$ cat src/verilog/event_manager_pkg.sv
// Shared constants, register map and carrier types for the second-level event manager
package event_manager_pkg;

   localparam int NUM_BANKS = 6;
   localparam int BANK_W    = 15;
   localparam int TOP_W     = 17;
   localparam int ADDR_W    = 12;

   // Bank order inside the flag bank array
   localparam int BANK_TIMER1  = 0;
   localparam int BANK_TIMER2  = 1;
   localparam int BANK_SERIAL1 = 2;
   localparam int BANK_SERIAL2 = 3;
   localparam int BANK_ADC     = 4;
   localparam int BANK_NMI     = 5;

   // Top-level request positions, also the missed-event bit positions; the NMI bank has a missed-event bit only
   localparam int TOP_BIT_TIMER1  = 0;
   localparam int TOP_BIT_TIMER2  = 1;
   localparam int TOP_BIT_SERIAL1 = 5;
   localparam int TOP_BIT_SERIAL2 = 6;
   localparam int TOP_BIT_ADC     = 11;
   localparam int MISS_BIT_NMI    = 17;

   localparam logic [BANK_W-1:0] MASK_TIMER   = 15'h005f;
   localparam logic [BANK_W-1:0] MASK_SERIAL1 = 15'h7fff;
   localparam logic [BANK_W-1:0] MASK_SERIAL2 = 15'h1fff;
   localparam logic [BANK_W-1:0] MASK_ADC     = 15'h001f;
   localparam logic [BANK_W-1:0] MASK_NMI     = 15'h0003;
   localparam int NMI_BIT_CRYSTAL  = 0;
   localparam int NMI_BIT_WATCHDOG = 1;

   // Register byte offsets
   localparam logic [ADDR_W-1:0] FLAG_BASE      = 12'h000;
   localparam logic [ADDR_W-1:0] ENABLE_BASE    = 12'h020;
   localparam logic [ADDR_W-1:0] MISS_OFF       = 12'h040;
   localparam logic [ADDR_W-1:0] AUX_FAULT_OFF  = 12'h044;
   localparam logic [ADDR_W-1:0] TOP_ENABLE_OFF = 12'h048;
   localparam logic [ADDR_W-1:0] STATUS_OFF     = 12'h04c;
   localparam logic [ADDR_W-1:0] BANK_SPAN      = 12'h018;

   // Auxiliary fault status bits
   localparam int FAULT_SIZE     = 0;
   localparam int FAULT_PROTECT  = 1;
   localparam int FAULT_UNMAPPED = 2;
   localparam int FAULT_MISSED   = 3;
   localparam logic [1:0] SIZE_WORD = 2'h2;

   // Timing
   localparam longint CLK_HZ               = 40_000_000;
   localparam longint WDOG_LOW_WATER_MS    = 1792;
   localparam longint WDOG_LOW_WATER_CYCLES = WDOG_LOW_WATER_MS * CLK_HZ / 1000;
   localparam int     WDOG_CNT_W           = 27;

   typedef struct packed {
      logic [6:0]  timer1;
      logic [6:0]  timer2;
      logic [14:0] serial1;
      logic [12:0] serial2;
      logic [4:0]  adc;
   } peripheral_events_t;

   typedef struct packed {
      logic       valid;
      logic       write;
      logic       privileged;
      logic [1:0] size;
      logic [1:0] addr_low;
      logic       apb_target;
      logic       system_target;
      logic       protected_ram;
      logic       beyond_last_reg;
      logic       beyond_mem_top;
   } bus_access_t;

   typedef struct packed {
      logic [BANK_W-1:0] flags;
      logic [BANK_W-1:0] enables;
      logic              req;
   } bank_state_t;

   typedef struct packed {
      logic [WDOG_CNT_W-1:0] count;
      logic                  fired;
      logic                  event_out;
   } wdog_state_t;

endpackage

$ cat src/verilog/event_flag_bank.sv
// Sticky flag, enable mask and merged request for one peripheral
module event_flag_bank #(
   parameter logic [14:0] VALID = 15'h7fff
) (
   input  wire logic        core_clk,
   input  wire logic        rst,
   input  wire logic [14:0] events,
   input  wire logic        flag_wr,
   input  wire logic        enable_wr,
   input  wire logic [14:0] wdata,
   output logic [14:0]      flags,
   output logic [14:0]      enables,
   output logic             req,
   output logic             miss
);
   event_manager_pkg::bank_state_t s_reg;
   event_manager_pkg::bank_state_t s_next;
   logic [14:0]                    clr;
   logic [14:0]                    ev;

   always_comb
   begin
      s_next = s_reg;
      ev     = events & VALID;
      clr    = flag_wr ? wdata : 15'h0000;
      // Event is ORed in after the clear so a coincident event survives
      s_next.flags = ((s_reg.flags & ~clr) | ev) & VALID;
      if (enable_wr)
      begin
         s_next.enables = wdata & VALID;
      end
      s_next.req = |(s_next.flags & s_next.enables);
      miss       = |(ev & s_reg.flags & s_reg.enables & ~clr);
   end

   always_ff @(posedge core_clk or posedge rst)
   begin
      if (rst)
         s_reg <= '0;
      else
         s_reg <= s_next;
   end

   assign flags   = s_reg.flags;
   assign enables = s_reg.enables;
   assign req     = s_reg.req;
endmodule

$ cat src/verilog/second_level_event_manager.sv
// Second-level event manager: flag banks, missed events, NMI sources, bus fault status, APB slave
module second_level_event_manager #(
   parameter longint WDOG_LOW_WATER_CYCLES = event_manager_pkg::WDOG_LOW_WATER_CYCLES
) (
   input  wire logic                                core_clk,
   input  wire logic                                rst,
   input  wire logic [11:0]                         paddr,
   input  wire logic                                psel,
   input  wire logic                                penable,
   input  wire logic                                pwrite,
   input  wire logic [31:0]                         pwdata,
   output logic [31:0]                              prdata,
   output logic                                     pready,
   output logic                                     pslverr,
   input  wire event_manager_pkg::peripheral_events_t periph_events,
   input  wire logic                                main_system_clock_on_crystal,
   input  wire logic                                crystal_failure_detected,
   input  wire logic                                watchdog_active,
   input  wire logic                                watchdog_restart,
   input  wire event_manager_pkg::bus_access_t      bus_access,
   output logic [16:0]                              top_req,
   output logic [16:0]                              core_irq,
   output logic                                     nmi_req,
   output logic                                     hard_fault,
   output logic                                     main_system_clock_select_rc
);

   typedef struct packed {
      logic [31:0] prdata;
      logic        pready;
      logic        pslverr;
      logic [31:0] miss;
      logic [3:0]  fault;
      logic [16:0] top_enable;
      logic [16:0] core_irq;
      logic        hard_fault;
      logic        clk_rc;
      logic        xtal_event;
   } core_state_t;

   core_state_t s_reg;
   core_state_t s_next;

   logic [14:0] bank_events  [event_manager_pkg::NUM_BANKS];
   logic [14:0] bank_flags   [event_manager_pkg::NUM_BANKS];
   logic [14:0] bank_enables [event_manager_pkg::NUM_BANKS];
   logic        bank_req     [event_manager_pkg::NUM_BANKS];
   logic        bank_miss    [event_manager_pkg::NUM_BANKS];
   logic        flag_wr      [event_manager_pkg::NUM_BANKS];
   logic        enable_wr    [event_manager_pkg::NUM_BANKS];
   logic        wdog_low_water;
   logic [16:0] top_req_now;

   // Bank lookup tables
   function automatic logic [14:0] bank_mask(input int b);
      case (b)
         event_manager_pkg::BANK_TIMER1:  return event_manager_pkg::MASK_TIMER;
         event_manager_pkg::BANK_TIMER2:  return event_manager_pkg::MASK_TIMER;
         event_manager_pkg::BANK_SERIAL1: return event_manager_pkg::MASK_SERIAL1;
         event_manager_pkg::BANK_SERIAL2: return event_manager_pkg::MASK_SERIAL2;
         event_manager_pkg::BANK_ADC:     return event_manager_pkg::MASK_ADC;
         default:                         return event_manager_pkg::MASK_NMI;
      endcase
   endfunction

   function automatic int bank_top_bit(input int b);
      case (b)
         event_manager_pkg::BANK_TIMER1:  return event_manager_pkg::TOP_BIT_TIMER1;
         event_manager_pkg::BANK_TIMER2:  return event_manager_pkg::TOP_BIT_TIMER2;
         event_manager_pkg::BANK_SERIAL1: return event_manager_pkg::TOP_BIT_SERIAL1;
         event_manager_pkg::BANK_SERIAL2: return event_manager_pkg::TOP_BIT_SERIAL2;
         event_manager_pkg::BANK_ADC:     return event_manager_pkg::TOP_BIT_ADC;
         default:                         return event_manager_pkg::MISS_BIT_NMI;
      endcase
   endfunction

   // Word-aligned hit inside a block of per-bank registers
   function automatic logic bank_hit(input logic [11:0] a, input logic [11:0] base);
      return (a >= base) && (a < base + event_manager_pkg::BANK_SPAN) && (a[1:0] == 2'h0);
   endfunction

   function automatic int bank_index(input logic [11:0] a, input logic [11:0] base);
      logic [11:0] d;
      d = a - base;
      return int'(d[11:2]);
   endfunction

   // Event routing into the banks
   always_comb
   begin
      bank_events[event_manager_pkg::BANK_TIMER1]  = {8'h00, periph_events.timer1};
      bank_events[event_manager_pkg::BANK_TIMER2]  = {8'h00, periph_events.timer2};
      bank_events[event_manager_pkg::BANK_SERIAL1] = periph_events.serial1;
      bank_events[event_manager_pkg::BANK_SERIAL2] = {2'h0, periph_events.serial2};
      bank_events[event_manager_pkg::BANK_ADC]     = {10'h000, periph_events.adc};
      bank_events[event_manager_pkg::BANK_NMI]     = 15'h0000;
      bank_events[event_manager_pkg::BANK_NMI][event_manager_pkg::NMI_BIT_CRYSTAL]  = s_reg.xtal_event;
      bank_events[event_manager_pkg::BANK_NMI][event_manager_pkg::NMI_BIT_WATCHDOG] = wdog_low_water;
   end

   genvar g;
   generate
      for (g = 0; g < event_manager_pkg::NUM_BANKS; g++)
      begin : gen_bank
         event_flag_bank #(
            .VALID (bank_mask(g))
         ) u_bank (
            .core_clk  (core_clk),
            .rst       (rst),
            .events    (bank_events[g]),
            .flag_wr   (flag_wr[g]),
            .enable_wr (enable_wr[g]),
            .wdata     (pwdata[14:0]),
            .flags     (bank_flags[g]),
            .enables   (bank_enables[g]),
            .req       (bank_req[g]),
            .miss      (bank_miss[g])
         );
      end
   endgenerate

   watchdog_low_water #(
      .LOW_WATER_CYCLES (WDOG_LOW_WATER_CYCLES)
   ) u_wdog (
      .core_clk  (core_clk),
      .rst       (rst),
      .active    (watchdog_active),
      .restart   (watchdog_restart),
      .low_water (wdog_low_water)
   );

   always_comb
   begin
      logic        setup;
      logic        wr;
      logic [31:0] miss_set;
      logic [31:0] wclr;
      logic        f_size;
      logic        f_prot;
      logic        f_unmap;
      logic        f_any;
      logic        f_second;
      logic [3:0]  f_set;
      setup    = 1'b0;
      wr       = 1'b0;
      miss_set = 32'h0000_0000;
      wclr     = 32'h0000_0000;
      f_size   = 1'b0;
      f_prot   = 1'b0;
      f_unmap  = 1'b0;
      f_any    = 1'b0;
      f_second = 1'b0;
      f_set    = 4'h0;
      s_next   = s_reg;

      // APB: data captured in setup, answer in first access cycle
      setup          = psel && !penable;
      wr             = psel && penable && s_reg.pready && pwrite && !s_reg.pslverr;
      s_next.pready  = setup;
      s_next.pslverr = 1'b0;
      if (setup)
      begin
         s_next.prdata = 32'h0000_0000;
         if (bank_hit(paddr, event_manager_pkg::FLAG_BASE))
         begin
            s_next.prdata = {17'h00000, bank_flags[bank_index(paddr, event_manager_pkg::FLAG_BASE)]};
         end
         else if (bank_hit(paddr, event_manager_pkg::ENABLE_BASE))
         begin
            s_next.prdata = {17'h00000, bank_enables[bank_index(paddr, event_manager_pkg::ENABLE_BASE)]};
         end
         else if (paddr == event_manager_pkg::MISS_OFF)
         begin
            s_next.prdata = s_reg.miss;
         end
         else if (paddr == event_manager_pkg::AUX_FAULT_OFF)
         begin
            s_next.prdata = {28'h0000000, s_reg.fault};
         end
         else if (paddr == event_manager_pkg::TOP_ENABLE_OFF)
         begin
            s_next.prdata = {15'h0000, s_reg.top_enable};
         end
         else if (paddr == event_manager_pkg::STATUS_OFF)
         begin
            s_next.prdata = {13'h0000, top_req_now, 1'b0, s_reg.clk_rc};
         end
         else
         begin
            s_next.pslverr = 1'b1;
         end
      end

      for (int b = 0; b < event_manager_pkg::NUM_BANKS; b++)
      begin
         flag_wr[b]   = wr && bank_hit(paddr, event_manager_pkg::FLAG_BASE)
                        && (bank_index(paddr, event_manager_pkg::FLAG_BASE) == b);
         enable_wr[b] = wr && bank_hit(paddr, event_manager_pkg::ENABLE_BASE)
                        && (bank_index(paddr, event_manager_pkg::ENABLE_BASE) == b);
         if (bank_miss[b])
         begin
            miss_set[bank_top_bit(b)] = 1'b1;
         end
      end

      // Missed events: set wins over a write-one clear
      if (wr && (paddr == event_manager_pkg::MISS_OFF))
      begin
         wclr = pwdata;
      end
      s_next.miss = (s_reg.miss & ~wclr) | miss_set;

      if (wr && (paddr == event_manager_pkg::TOP_ENABLE_OFF))
      begin
         s_next.top_enable = pwdata[16:0];
      end
      // Pending level reaches the core as soon as its enable is on
      s_next.core_irq = top_req_now & s_next.top_enable;

      // Bus fault causes; one access may raise several
      if (bus_access.valid)
      begin
         f_size  = (bus_access.apb_target && (bus_access.size != event_manager_pkg::SIZE_WORD))
                   || ((bus_access.size == event_manager_pkg::SIZE_WORD) && (bus_access.addr_low != 2'h0));
         f_prot  = bus_access.write && !bus_access.privileged
                   && (bus_access.system_target || bus_access.protected_ram);
         f_unmap = bus_access.beyond_last_reg || bus_access.beyond_mem_top;
      end
      f_any    = f_size || f_prot || f_unmap;
      // A fault while an earlier cause is still recorded counts as a second fault
      f_second = f_any && (s_reg.fault != 4'h0);
      f_set[event_manager_pkg::FAULT_SIZE]     = f_size;
      f_set[event_manager_pkg::FAULT_PROTECT]  = f_prot;
      f_set[event_manager_pkg::FAULT_UNMAPPED] = f_unmap;
      f_set[event_manager_pkg::FAULT_MISSED]   = f_second;
      if (wr && (paddr == event_manager_pkg::AUX_FAULT_OFF))
      begin
         s_next.fault = (s_reg.fault & ~pwdata[3:0]) | f_set;
      end
      else
      begin
         s_next.fault = s_reg.fault | f_set;
      end
      s_next.hard_fault = f_second;

      // Switch to the RC clock and raise the crystal event in the same cycle
      s_next.xtal_event = 1'b0;
      if (main_system_clock_on_crystal && crystal_failure_detected && !s_reg.clk_rc)
      begin
         s_next.clk_rc     = 1'b1;
         s_next.xtal_event = 1'b1;
      end
   end

   always_ff @(posedge core_clk or posedge rst)
   begin
      if (rst)
         s_reg <= '0;
      else
         s_reg <= s_next;
   end

   always_comb
   begin
      top_req_now = 17'h00000;
      for (int b = 0; b < event_manager_pkg::BANK_NMI; b++)
      begin
         top_req_now[bank_top_bit(b)] = bank_req[b];
      end
   end

   assign prdata           = s_reg.prdata;
   assign pready           = s_reg.pready;
   assign pslverr          = s_reg.pslverr;
   assign top_req          = top_req_now;
   assign core_irq         = s_reg.core_irq;
   assign nmi_req          = bank_req[event_manager_pkg::BANK_NMI];
   assign hard_fault       = s_reg.hard_fault;
   assign main_system_clock_select_rc = s_reg.clk_rc;

endmodule

$ cat src/verilog/watchdog_low_water.sv
// Low-water timer: one event when the watchdog has gone unrestarted too long
module watchdog_low_water #(
   parameter longint LOW_WATER_CYCLES = event_manager_pkg::WDOG_LOW_WATER_CYCLES
) (
   input  wire logic core_clk,
   input  wire logic rst,
   input  wire logic active,
   input  wire logic restart,
   output logic      low_water
);
   event_manager_pkg::wdog_state_t s_reg;
   event_manager_pkg::wdog_state_t s_next;

   always_comb
   begin
      s_next           = s_reg;
      s_next.event_out = 1'b0;
      if (!active || restart)
      begin
         s_next.count = '0;
         s_next.fired = 1'b0;
      end
      else if (!s_reg.fired)
      begin
         if (s_reg.count == event_manager_pkg::WDOG_CNT_W'(LOW_WATER_CYCLES - 1))
         begin
            // Fires once; stays quiet until the next restart or until active drops
            s_next.fired     = 1'b1;
            s_next.event_out = 1'b1;
         end
         else
         begin
            s_next.count = s_reg.count + 1'b1;
         end
      end
   end

   always_ff @(posedge core_clk or posedge rst)
   begin
      if (rst)
         s_reg <= '0;
      else
         s_reg <= s_next;
   end

   assign low_water = s_reg.event_out;
endmodule
$ cat config.mk
export PLATFORM = sky130hd
export DESIGN_NAME = second_level_event_manager
export DESIGN_NICKNAME = d
export VERILOG_FILES = /design/src/verilog/event_manager_pkg.sv /design/src/verilog/event_flag_bank.sv /design/src/verilog/second_level_event_manager.sv /design/src/verilog/watchdog_low_water.sv
export SDC_FILE = /design/constraint.sdc
export NUM_CORES = 1
export LEC_CHECK = 0
export BUFFER_PORTS_ARGS = -buffer_cell sky130_fd_sc_hd__buf_2
export CORE_UTILIZATION = 23
export DETAILED_ROUTE_END_ITERATION = 12
export PLACE_DENSITY_LB_ADDON = 0.1
export SYNTH_ARGS = -nofsm -noshare
export SYNTH_HDL_FRONTEND = slang
export SYNTH_SLANG_ARGS = --single-unit
$ cat constraint.sdc
create_clock -name core_clk -period 15.79 [get_ports core_clk]
set_input_delay 3.158 -clock core_clk [delete_from_list [all_inputs] [get_ports core_clk]]
set_output_delay 3.158 -clock core_clk [all_outputs]
set_load 0.05 [all_outputs]
==> summary.md, run 1 <==
| Metric | Value |
|---|---|
| Status | `completed` |
| CTS Buf Count | `30` |
| Internal Dissipation | `1.05 mW` |
| Synth Warn # | `0` |
| Htree depth | `1` |
| Crit start category | `input port` |
| Post-CTS sizing | `0` |
| Drt first pass iters | `5` |
| Antenna-violating nets left | `0` |
| Post-Synthesis Cells | `1063` |
| Share of layout cells above drive strength 1 | `27.4%` |
| Post-cts hold buffer count | `0` |
| Max reg flops | `53` |
| Seq/Total Area, Yosys | `49.4%` |
| MaxCap Viol Count | `0` |
| FFs w/ async S/R, synth | `100%` |
| Total grt overflow | `0` |
| First-pass GRT wire length | `59.5 mm` |
| Seq pwr share | `41.5%` |
| Dpl hpwl | `29.1 mm` |
| Gr usage total | `15.9%` |
| Top Ports | `183` |
| Vias post-DR | `8672` |
| IO Port Bufs | `156` |
| WL final | `40.2 mm` |
| Vias in the first global route | `8861` |
| Comb pwr share | `6.3%` |
| Setup Skew | `13.7 ps` |
| Setup bufs post-CTS | `0` |
| Power Density | `103 mW/mm²` |
| Total power | `1.39 mW` |
| Mapped cell area | `0.0113 mm²` |
| Critical path peak fanout | `11` |
| Max clock buf depth | `3` |
| Die ar. | `0.0502 mm²` |
| Static leakage | `5.96 nW` |
| Synth top area cells | `dfrtp_1 49%, mux2_2 6.5%, buf_4 4.4%, nand2_1 3.7%, mux4_2 2.4%` |
| Avg Vias per Cell | `4.66` |
| Minimum clock period | `6120 ps` |
| Worst-margin pin slew | `1120 ps` |
| RSZ-0062 raised after global routing | `false` |
| Yosys top cell area share | `49.4%` |
| Nets@finish | `1287` |
| Tcrit/Tclk final | `38.8%` |
| Slew HR | `24.4%` |
| Hold_ws | `468 ps` |
| Fraction of power spent switching nets | `24.6%` |
| Initial Util | `23.2%` |
| Clk network pwr share | `52.1%` |
| HP Class | `register to register` |
| Top_reg_cell synth | `dfrtp_1` |
| Final setup violation count | `0` |
| Worst slack, placed | `9050 ps` |
| Core Region | `0.0488 mm²` |
| Max-slew violation count | `0` |
| FF+latch count, synth | `224` |
| Reg clk slew, reported paths | `60 ps` |
| Drt wl/cell | `21.6 µm` |
| Die width | `224 µm` |
| Antenna violations before repair | `3` |
| Detailed-route DRC error count | `0` |
| DRT iter0 DRCs | `623` |
| WP data required | `16240 ps` |
| Cells after DPL | `1804` |
| Rows | `81` |
| Synth cell types | `71` |
| Commonest cells post-synth | `224 x dfrtp_1, 112 x nand2_1, 67 x buf_4` |
| Hold Fails Final Rpt | `0` |
| Leading cell type by number of instances after synthesis | `dfrtp_1` |
| GP Congestion | `0.764` |
| Die Ht | `224 µm` |
| Synth area leader | `dfrtp_1` |
| Setup WS post-layout | `9670 ps` |
| P_sw | `342 µW` |
| Setup_tns | `0 ps` |
| Clock sinks | `224` |
| Pin count of the biggest net entering global routing | `97` |
| Fmax | `163 MHz` |
| Post-Layout Cell Count | `1861` |
| CTS tree | `built` |
| Crit path DAT | `6570 ps` |
| Area grow syn2layout | `19.2%` |
| Peak supply drop | `0.0828 mV` |
| EDFF count, synth | `0` |
| Root Buffer | `clkbuf_16` |
| Syn Area/Cell | `10.7 µm²` |
| Latest clock arrival within the worst-skew pair | `580 ps` |
| Crit path kind | `input port to register` |
| Setup crit end kind | `register` |
per-stage QoR:
stage / cell area (µm²) / util (%)
floorplan: 11400 / -
global route: 13500 / 27.7
global placement: 12500 / 25.5
finish: 13500 / 27.7
CTS: 13500 / 27.7
detailed placement: 12500 / 25.5
worst paths after layout:
kind / slack [ps] / end / cells after the start / start
max: 9670 / gen_bank[3].u_bank.req$_DFF_PP0_ / 8 / paddr[0]
min: 470 / prdata[14]$_DFFE_PP0P_ / 2 / prdata[14]$_DFFE_PP0P_
max reg2reg: 12080 / gen_bank[3].u_bank.req$_DFF_PP0_ / 7 / pslverr$_DFF_PP0_
min reg2reg: 470 / prdata[14]$_DFFE_PP0P_ / 2 / prdata[14]$_DFFE_PP0P_
max in group asynchronous: 11570 / s_reg[70]$_DFF_PP0_ / 3 / rst
min in group asynchronous: 2730 / gen_bank[3].u_bank.enables[10]$_DFF_PP0_ / 2 / rst
layout by cell type, fill, tap and decap left out, types with 6 or more instances in the layout:
cell type / count
o21ai_0: 40
xnor2_1: 11
nand3_1: 51
or2_2: 11
nand4_1: 27
a21oi_1: 22
clkbuf_16: 30
conb_1: 24
nor2_1: 49
o22ai_1: 14
and4_1: 9
buf_2: 156
nor4_1: 6
nand2_1: 112
mux4_2: 12
a22oi_1: 17
clkinv_2: 10
a21boi_0: 35
inv_1: 15
buf_4: 12
mux2_2: 65
and2_1: 16
nor3_1: 10
xor2_1: 12
and3_1: 16
dfrtp_1: 224
a21o_1: 27
a221oi_1: 11
nand2b_1: 8
a41oi_1: 6
mux2i_1: 16
a31oi_1: 13
a22o_1: 17
kinds of logic (layout without fill, tap and decap cells):
group / Yosys count / count (layout) / share of synthesized area (%)
buffers and inverters: 132 / 241 / 6.75
other: 1 / 26 / 0.0331
AOI/OAI and AO/OA: 236 / 236 / 15.1
adders and majority gates: 3 / 3 / 0.331
and+or+nand+nor: 350 / 350 / 16.3
xor gates and xnor gates: 23 / 23 / 1.78
muxes: 94 / 94 / 10.3
DFF: 224 / 224 / 49.4
power by group through the flow:
| stage | clock network (mW) | logic (mW) | registers [mW] |
|---|---|---|---|
| floorplan | 0 | 0.0533 | 0.590 |
| finish | 0.725 | 0.0881 | 0.578 |
| CTS | 0.751 | 0.0902 | 0.578 |
| detailed placement | 0 | 0.0900 | 0.588 |
| global route | 0.772 | 0.0963 | 0.578 |
| global placement | 0 | 0.0902 | 0.588 |
routing by layer:
layer / up-vias / global-route usage [%] / wire, µm
li1: 4034 / - / -
met1: 4360 / 23.5 / 19700
met2: 233 / 23.9 / 17600
met3: 43 / 2.92 / 2180
met4: 2 / 3.76 / 633
met5: - / 0 / 13
final cells by class:
class	count	area, µm²
Clock buffer	37	827
Tap cell	664	831
Multi-Input combinational cell	730	5080
Timing Repair Buffer	168	871
Fill cell	5238	35300
Clock inverter	18	233
Inverter	18	75.1
Sequential cell	224	5610
Antenna cell	2	5.00
critical path, cell delays in order:
cell and delay (ps):
buf_2 110, nor4_4 570, nand4_2 480, nor4_4 890, mux2_2 450, a2111oi_4 350, nand3_1 160, or3_1 390
(Power assumes the default switching activity.)
==> run 2: changes to the inputs <==
clock period = 6.1 ns   (was 15.79 ns; I/O delays follow)
==> summary.md, run 2 (same netlist as run 1, synthesis figures left out) <==
| Metric | Value |
|---|---|
| Setup_tns | `0 ps (unchanged)` |
| DRT iter0 DRCs | `520 (was 623)` |
| Max clock buf depth | `3 (unchanged)` |
| Avg Vias per Cell | `4.65 (was 4.66)` |
| FF/Latch Area | `0.00561 mm² (unchanged)` |
| Final setup violation count | `0 (unchanged)` |
| Ant. Diodes | `0 (was 2)` |
| Peak supply drop | `0.197 mV (was 0.0828 mV)` |
| Hold Crit Start | `prdata[16]$_DFFE_PP0P_ (was prdata[14]$_DFFE_PP0P_)` |
| Max reg flops | `53 (unchanged)` |
| Area grow syn2layout | `18.8% (was 19.2%)` |
| Power Density | `260 mW/mm² (was 103 mW/mm²)` |
| Multi-input gate area | `0.00507 mm² (was 0.00508 mm²)` |
| Worst slack, placed | `1300 ps (was 9050 ps)` |
| WP data required | `6520 ps (was 16240 ps)` |
| Share of layout cells above drive strength 1 | `27.2% (was 27.4%)` |
| Drt wl/cell | `21.7 µm (was 21.6 µm)` |
| Die width | `224 µm (unchanged)` |
| Root Buffer | `clkbuf_16 (unchanged)` |
| Die ar. | `0.0502 mm² (unchanged)` |
| Dpl hpwl | `29.7 mm (was 29.1 mm)` |
| Hold Fails Final Rpt | `0 (unchanged)` |
| Total grt overflow | `0 (unchanged)` |
| Vias post-DR | `8650 (was 8672)` |
| Status | `completed (unchanged)` |
| WL final | `40.3 mm (was 40.2 mm)` |
| Setup WS post-layout | `1890 ps (was 9670 ps)` |
| Slew HR | `20.4% (was 24.4%)` |
| Delay of the slowest critical-path stage | `900 ps (was 890 ps)` |
| Top Ports | `183 (unchanged)` |
| Crit-path leading delay family | `simple AND/OR/NAND/NOR gates (unchanged)` |
| Drt first pass iters | `5 (unchanged)` |
| Nets@finish | `1289 (was 1287)` |
| Latest clock arrival within the worst-skew pair | `570 ps (was 580 ps)` |
| Clock sinks | `224 (unchanged)` |
| Tcrit/Tclk final | `69.0%` |
| First-pass GRT wire length | `59.7 mm (was 59.5 mm)` |
| Total power | `3.50 mW (was 1.39 mW)` |
| Detailed-route DRC error count | `0 (unchanged)` |
| Post-route cell area | `0.0135 mm² (about the same)` |
| Commonest non-fill, non-tap cell in the layout | `dfrtp_1 (unchanged)` |
| Setup bufs post-CTS | `0 (unchanged)` |
| Setup crit end kind | `register (unchanged)` |
| Post-DP Area | `0.0125 mm² (about the same)` |
| Post-cts hold buffer count | `0 (unchanged)` |
| Crit path top cell by count | `nor4_4 (unchanged)` |
| Max-slew violation count | `0 (unchanged)` |
| Post-Layout Cell Count | `1861 (unchanged)` |
| Fmax | `238 MHz` |
| Most frequent cells in the layout | `224 x dfrtp_1, 156 x buf_2, 112 x nand2_1 (unchanged)` |
| CP Cell Sequence | `buf_2 -> nor4_4 -> nand4_2 -> nor4_4 -> buf_4 -> mux2_2 -> a32o_1 -> nor4bb_1 -> nand4_1 (was buf_2 -> nor4_4 -> nand4_2 -> nor4_4 -> mux2_2 -> a2111oi_4 -> nand3_1 -> or3_1)` |
| Pin count of the biggest net entering global routing | `115 (was 97)` |
| Htree depth | `1 (unchanged)` |
| Critical path origin | `paddr[0] (unchanged)` |
| CTS Buf Count | `30 (unchanged)` |
| Antenna-violating nets left | `0 (unchanged)` |
| Crit path kind | `input port to register (unchanged)` |
| Crit path DAT | `4620 ps (was 6570 ps)` |
| RSZ-0062 raised after global routing | `false (unchanged)` |
| Worst R2R Start | `pslverr$_DFF_PP0_ (unchanged)` |
| Vias in the first global route | `8752 (was 8861)` |
| Static leakage | `5.94 nW (was 5.96 nW)` |
| Rows | `81 (unchanged)` |
| Crit start category | `input port (unchanged)` |
| MaxCap Viol Count | `0 (unchanged)` |
| Cells after DPL | `1806 (was 1804)` |
| Setup Skew | `14.0 ps (was 13.7 ps)` |
| Gr usage total | `16.1% (was 15.9%)` |
| Worst path bufs/invs | `2 (was 1)` |
| Minimum clock period | `4210 ps` |
| Die Ht | `224 µm (unchanged)` |
| HP Class | `register to register (unchanged)` |
| GP Congestion | `0.781 (was 0.764)` |
| Antenna violations before repair | `3 (unchanged)` |
| CTS tree | `built (unchanged)` |
| IO Port Bufs | `156 (unchanged)` |
| Core Region | `0.0488 mm² (unchanged)` |
| Fillers | `5226 (was 5238)` |
| Post-CTS sizing | `0 (unchanged)` |
| Initial Util | `23.2% (unchanged)` |
| Reg clk slew, reported paths | `60 ps (about the same)` |
| Worst-margin pin slew | `1190 ps (was 1120 ps)` |
| Critical path peak fanout | `12 (was 11)` |
| Critical-path top delay cell | `nor4_4 (unchanged)` |
[run 2: routing by layer]
metal	global-route usage [%]	share of wire, %
met1	24.3	51
met2	24.0	43
met3	2.30	3.9
met4	3.60	2.1
met5	0	0
[run 2: area by class of cell]
cell class	instances	area share [%]
clock buffer	45	6.81
tap	664	6.16
timing repair buffer	170	6.66
clock inverter	10	0.603
multi-input combinational	730	37.6
inverter	18	0.529
sequential	224	41.6
[run 2: metrics by stage]
stage	hold slack, ps	utilization, %
floorplan	440	-
global placement	456	25.5
detailed placement	459	25.5
CTS	472	27.6
global route	496	27.6
finish	468	27.6
[run 2: worst paths after layout]
check | to | slack [ps] | depth (start not counted)
setup / recovery | gen_bank[2].u_bank.req$_DFF_PP0_ | 1890 | 9
hold / removal | prdata[16]$_DFFE_PP0P_ | 470 | 2
setup reg to reg | gen_bank[2].u_bank.req$_DFF_PP0_ | 2390 | 8
hold reg to reg | prdata[16]$_DFFE_PP0P_ | 470 | 2
max in group asynchronous | prdata[24]$_DFFE_PP0P_ | 3950 | 4
min in group asynchronous | gen_bank[3].u_bank.flags[4]$_DFF_PP0_ | 810 | 3
[run 2: where the power goes]
| group | switching, mW | internal, mW |
|---|---|---|
| combinational | 0.177 | 0.0539 |
| sequential | 0.00361 | 1.49 |
| clock | 0.701 | 1.07 |
[run 2: worst reg2reg max path: cells and delay by family, from the launching register on]
kind | cells | cell delay (ps)
flip-flops | 1 | 380
AO/OA/AOI/OAI | 1 | 230
AND/OR/NAND/NOR | 5 | 2310
multiplexers | 1 | 350
buffers and inverters | 1 | 300
==> run 3: changes to the inputs <==
clock period = 3.85 ns   (was 6.1 ns; I/O delays follow)
==> summary.md, run 3 (same netlist as run 1, synthesis figures left out) <==
| Metric | Value |
|---|---|
| Status | `completed (unchanged)` |
| Max clock buf depth | `3 (unchanged)` |
| Drt first pass iters | `5 (unchanged)` |
| First-pass GRT wire length | `59.7 mm (about the same)` |
| Worst-margin pin slew | `721 ps (was 1190 ps)` |
| Peak supply drop | `0.321 mV (was 0.197 mV)` |
| DRT iter0 DRCs | `537 (was 520)` |
| Max-slew violation count | `0 (unchanged)` |
| Post-cts hold buffer count | `0 (unchanged)` |
| CTS Buf Count | `30 (unchanged)` |
| HP Class | `input port to asynchronous set/reset pin (was register to register)` |
| Nets@finish | `1313 (was 1289)` |
| Delay of the slowest critical-path stage | `380 ps (was 900 ps)` |
| Antenna-violating nets left | `0 (unchanged)` |
| Tcrit/Tclk final | `75.8%` |
| Final setup violation count | `0 (unchanged)` |
| Hold Fails Final Rpt | `0 (unchanged)` |
| Clock sinks | `224 (unchanged)` |
| RSZ-0062 raised after global routing | `false (unchanged)` |
| Die width | `224 µm (unchanged)` |
| Reg clk slew, reported paths | `60 ps (about the same)` |
| Pin count of the biggest net entering global routing | `117 (was 115)` |
| Critical path peak fanout | `16 (was 12)` |
| Die Ht | `224 µm (unchanged)` |
| Antenna violations before repair | `1 (was 3)` |
| Dpl hpwl | `30.0 mm (was 29.7 mm)` |
| Power Density | `406 mW/mm² (was 260 mW/mm²)` |
| Initial Util | `23.2% (unchanged)` |
| Crit path DAT | `3340 ps (was 4620 ps)` |
| Htree depth | `1 (unchanged)` |
| Setup bufs post-CTS | `0 (unchanged)` |
| Post-CTS sizing | `0 (unchanged)` |
| Drt wl/cell | `21.3 µm (was 21.7 µm)` |
| Root Buffer | `clkbuf_16 (unchanged)` |
| Gr usage total | `16.0% (was 16.1%)` |
| Setup_tns | `0 ps (unchanged)` |
| Rows | `81 (unchanged)` |
| Avg Vias per Cell | `4.63 (was 4.65)` |
| CTS tree | `built (unchanged)` |
| Ant. Diodes | `0 (unchanged)` |
| WP data required | `4270 ps (was 6520 ps)` |
| Worst Reg2Reg Path Length in Cells | `8 (unchanged)` |
| Critical-path top delay cell | `mux2_2 (was nor4_4)` |
| Setup Skew | `18.0 ps (was 14.0 ps)` |
| Area grow syn2layout | `20.6% (was 18.8%)` |
| Share of layout cells above drive strength 1 | `28.6% (was 27.2%)` |
| Slew HR | `52.0% (was 20.4%)` |
| WL final | `40.2 mm (was 40.3 mm)` |
| Die ar. | `0.0502 mm² (unchanged)` |
| Crit path kind | `input port to register (unchanged)` |
| Latest clock arrival within the worst-skew pair | `580 ps (was 570 ps)` |
| Critical path origin | `paddr[6] (was paddr[0])` |
| Hold_ws | `279 ps (was 468 ps)` |
| MaxCap Viol Count | `0 (unchanged)` |
| Crit start category | `input port (unchanged)` |
| Commonest non-fill, non-tap cell in the layout | `dfrtp_1 (unchanged)` |
| Fmax | `342 MHz` |
| Static leakage | `6.07 nW (was 5.94 nW)` |
| Setup crit end kind | `register (unchanged)` |
| Worst R2R End | `gen_bank[3].u_bank.req$_DFF_PP0_ (was gen_bank[2].u_bank.req$_DFF_PP0_)` |
| Finished Core Util | `28.0% (was 27.6%)` |
| Top Ports | `183 (unchanged)` |
| Total power | `5.56 mW (was 3.50 mW)` |
| Vias post-DR | `8737 (was 8650)` |
| Minimum clock period | `2920 ps` |
| Crit path top cell by count | `buf_4 (was nor4_4)` |
| GP Congestion | `0.806 (was 0.781)` |
| Worst R2R Start | `pslverr$_DFF_PP0_ (unchanged)` |
| IO Port Bufs | `156 (unchanged)` |
| Vias in the first global route | `8862 (was 8752)` |
| Max reg flops | `53 (unchanged)` |
| CP Cell Sequence | `buf_2 -> inv_1 -> ha_1 -> xnor2_1 -> nand3_1 -> buf_4 -> nor4_4 -> buf_4 -> mux2_2 -> a32o_1 -> nor4bb_1 -> nand4_1 (was buf_2 -> nor4_4 -> nand4_2 -> nor4_4 -> buf_4 -> mux2_2 -> a32o_1 -> nor4bb_1 -> nand4_1)` |
| Reg2reg setup slack | `1040 ps (was 2390 ps)` |
| Most frequent cells in the layout | `224 x dfrtp_1, 156 x buf_2, 112 x nand2_1 (unchanged)` |
| Core Region | `0.0488 mm² (unchanged)` |
| Detailed-route DRC error count | `0 (unchanged)` |
| Total grt overflow | `0 (unchanged)` |
run 3: changes by cell type in the layout (fill, tap and decap cells not counted), sizes merged:
| cell | previous run | this run |
|---|---|---|
| bufinv | 1 | 2 |
| clkinvlp | 2 | 1 |
| clkbuf | 45 | 43 |
| buf | 170 | 194 |
| clkinv | 10 | 13 |
run 3: how the worst max path moves through the flow:
| stage | slack [ps] | cells after the start | end |
|---|---|---|---|
| floorplan | 160 | 1 | bank_events[0]$_DFF_PP0_ |
| global placement | 340 | 9 | gen_bank[3].u_bank.req$_DFF_PP0_ |
| detailed placement | 320 | 9 | gen_bank[3].u_bank.req$_DFF_PP0_ |
| CTS | 920 | 9 | gen_bank[3].u_bank.req$_DFF_PP0_ |
| global route | 660 | 12 | gen_bank[2].u_bank.req$_DFF_PP0_ |
| finish | 930 | 12 | gen_bank[2].u_bank.req$_DFF_PP0_ |
run 3: power by group:
part | leakage [nW] | internal, mW | total (mW) | switching (mW)
clock network | 0.502 | 1.70 | 2.82 | 1.12
registers | 2.83 | 2.36 | 2.37 | 0.00534
logic | 2.74 | 0.0930 | 0.376 | 0.283
run 3: area by class of cell:
type	instances	area (µm²)
Fill cell	5219	35200
Sequential cell	224	5610
Multi-Input combinational cell	730	5070
Timing Repair Buffer	194	1100
Clock buffer	43	870
Tap cell	664	831
Clock inverter	13	130
Inverter	18	71.3
run 3: routing by layer:
layer	GRT usage (%)	vias to the layer above	share of wire, %
li1	-	4085	-
met1	24.2	4392	50
met2	23.5	215	43
met3	2.39	45	4.2
met4	4.22	0	2.1
met5	0	-	0
run 3: through the flow:
step	instance area, µm²	setup slack [ps]	cells
final	13700	930	1886
after global routing	13700	661	1886
after CTS	13700	922	1886
after detailed placement	12700	325	1830
after global placement	12700	338	1830
after floorplan	11400	156	1086
run 3: worst max-delay path: cells and delay by family:
kind,cells,cell delay (ps)
AO/OA/AOI/OAI,1,280
multiplexers,1,380
adder cells (fa/ha/maj),1,200
AND/OR/NAND/NOR,4,780
XOR/XNOR,1,220
buffers and inverters,4,710
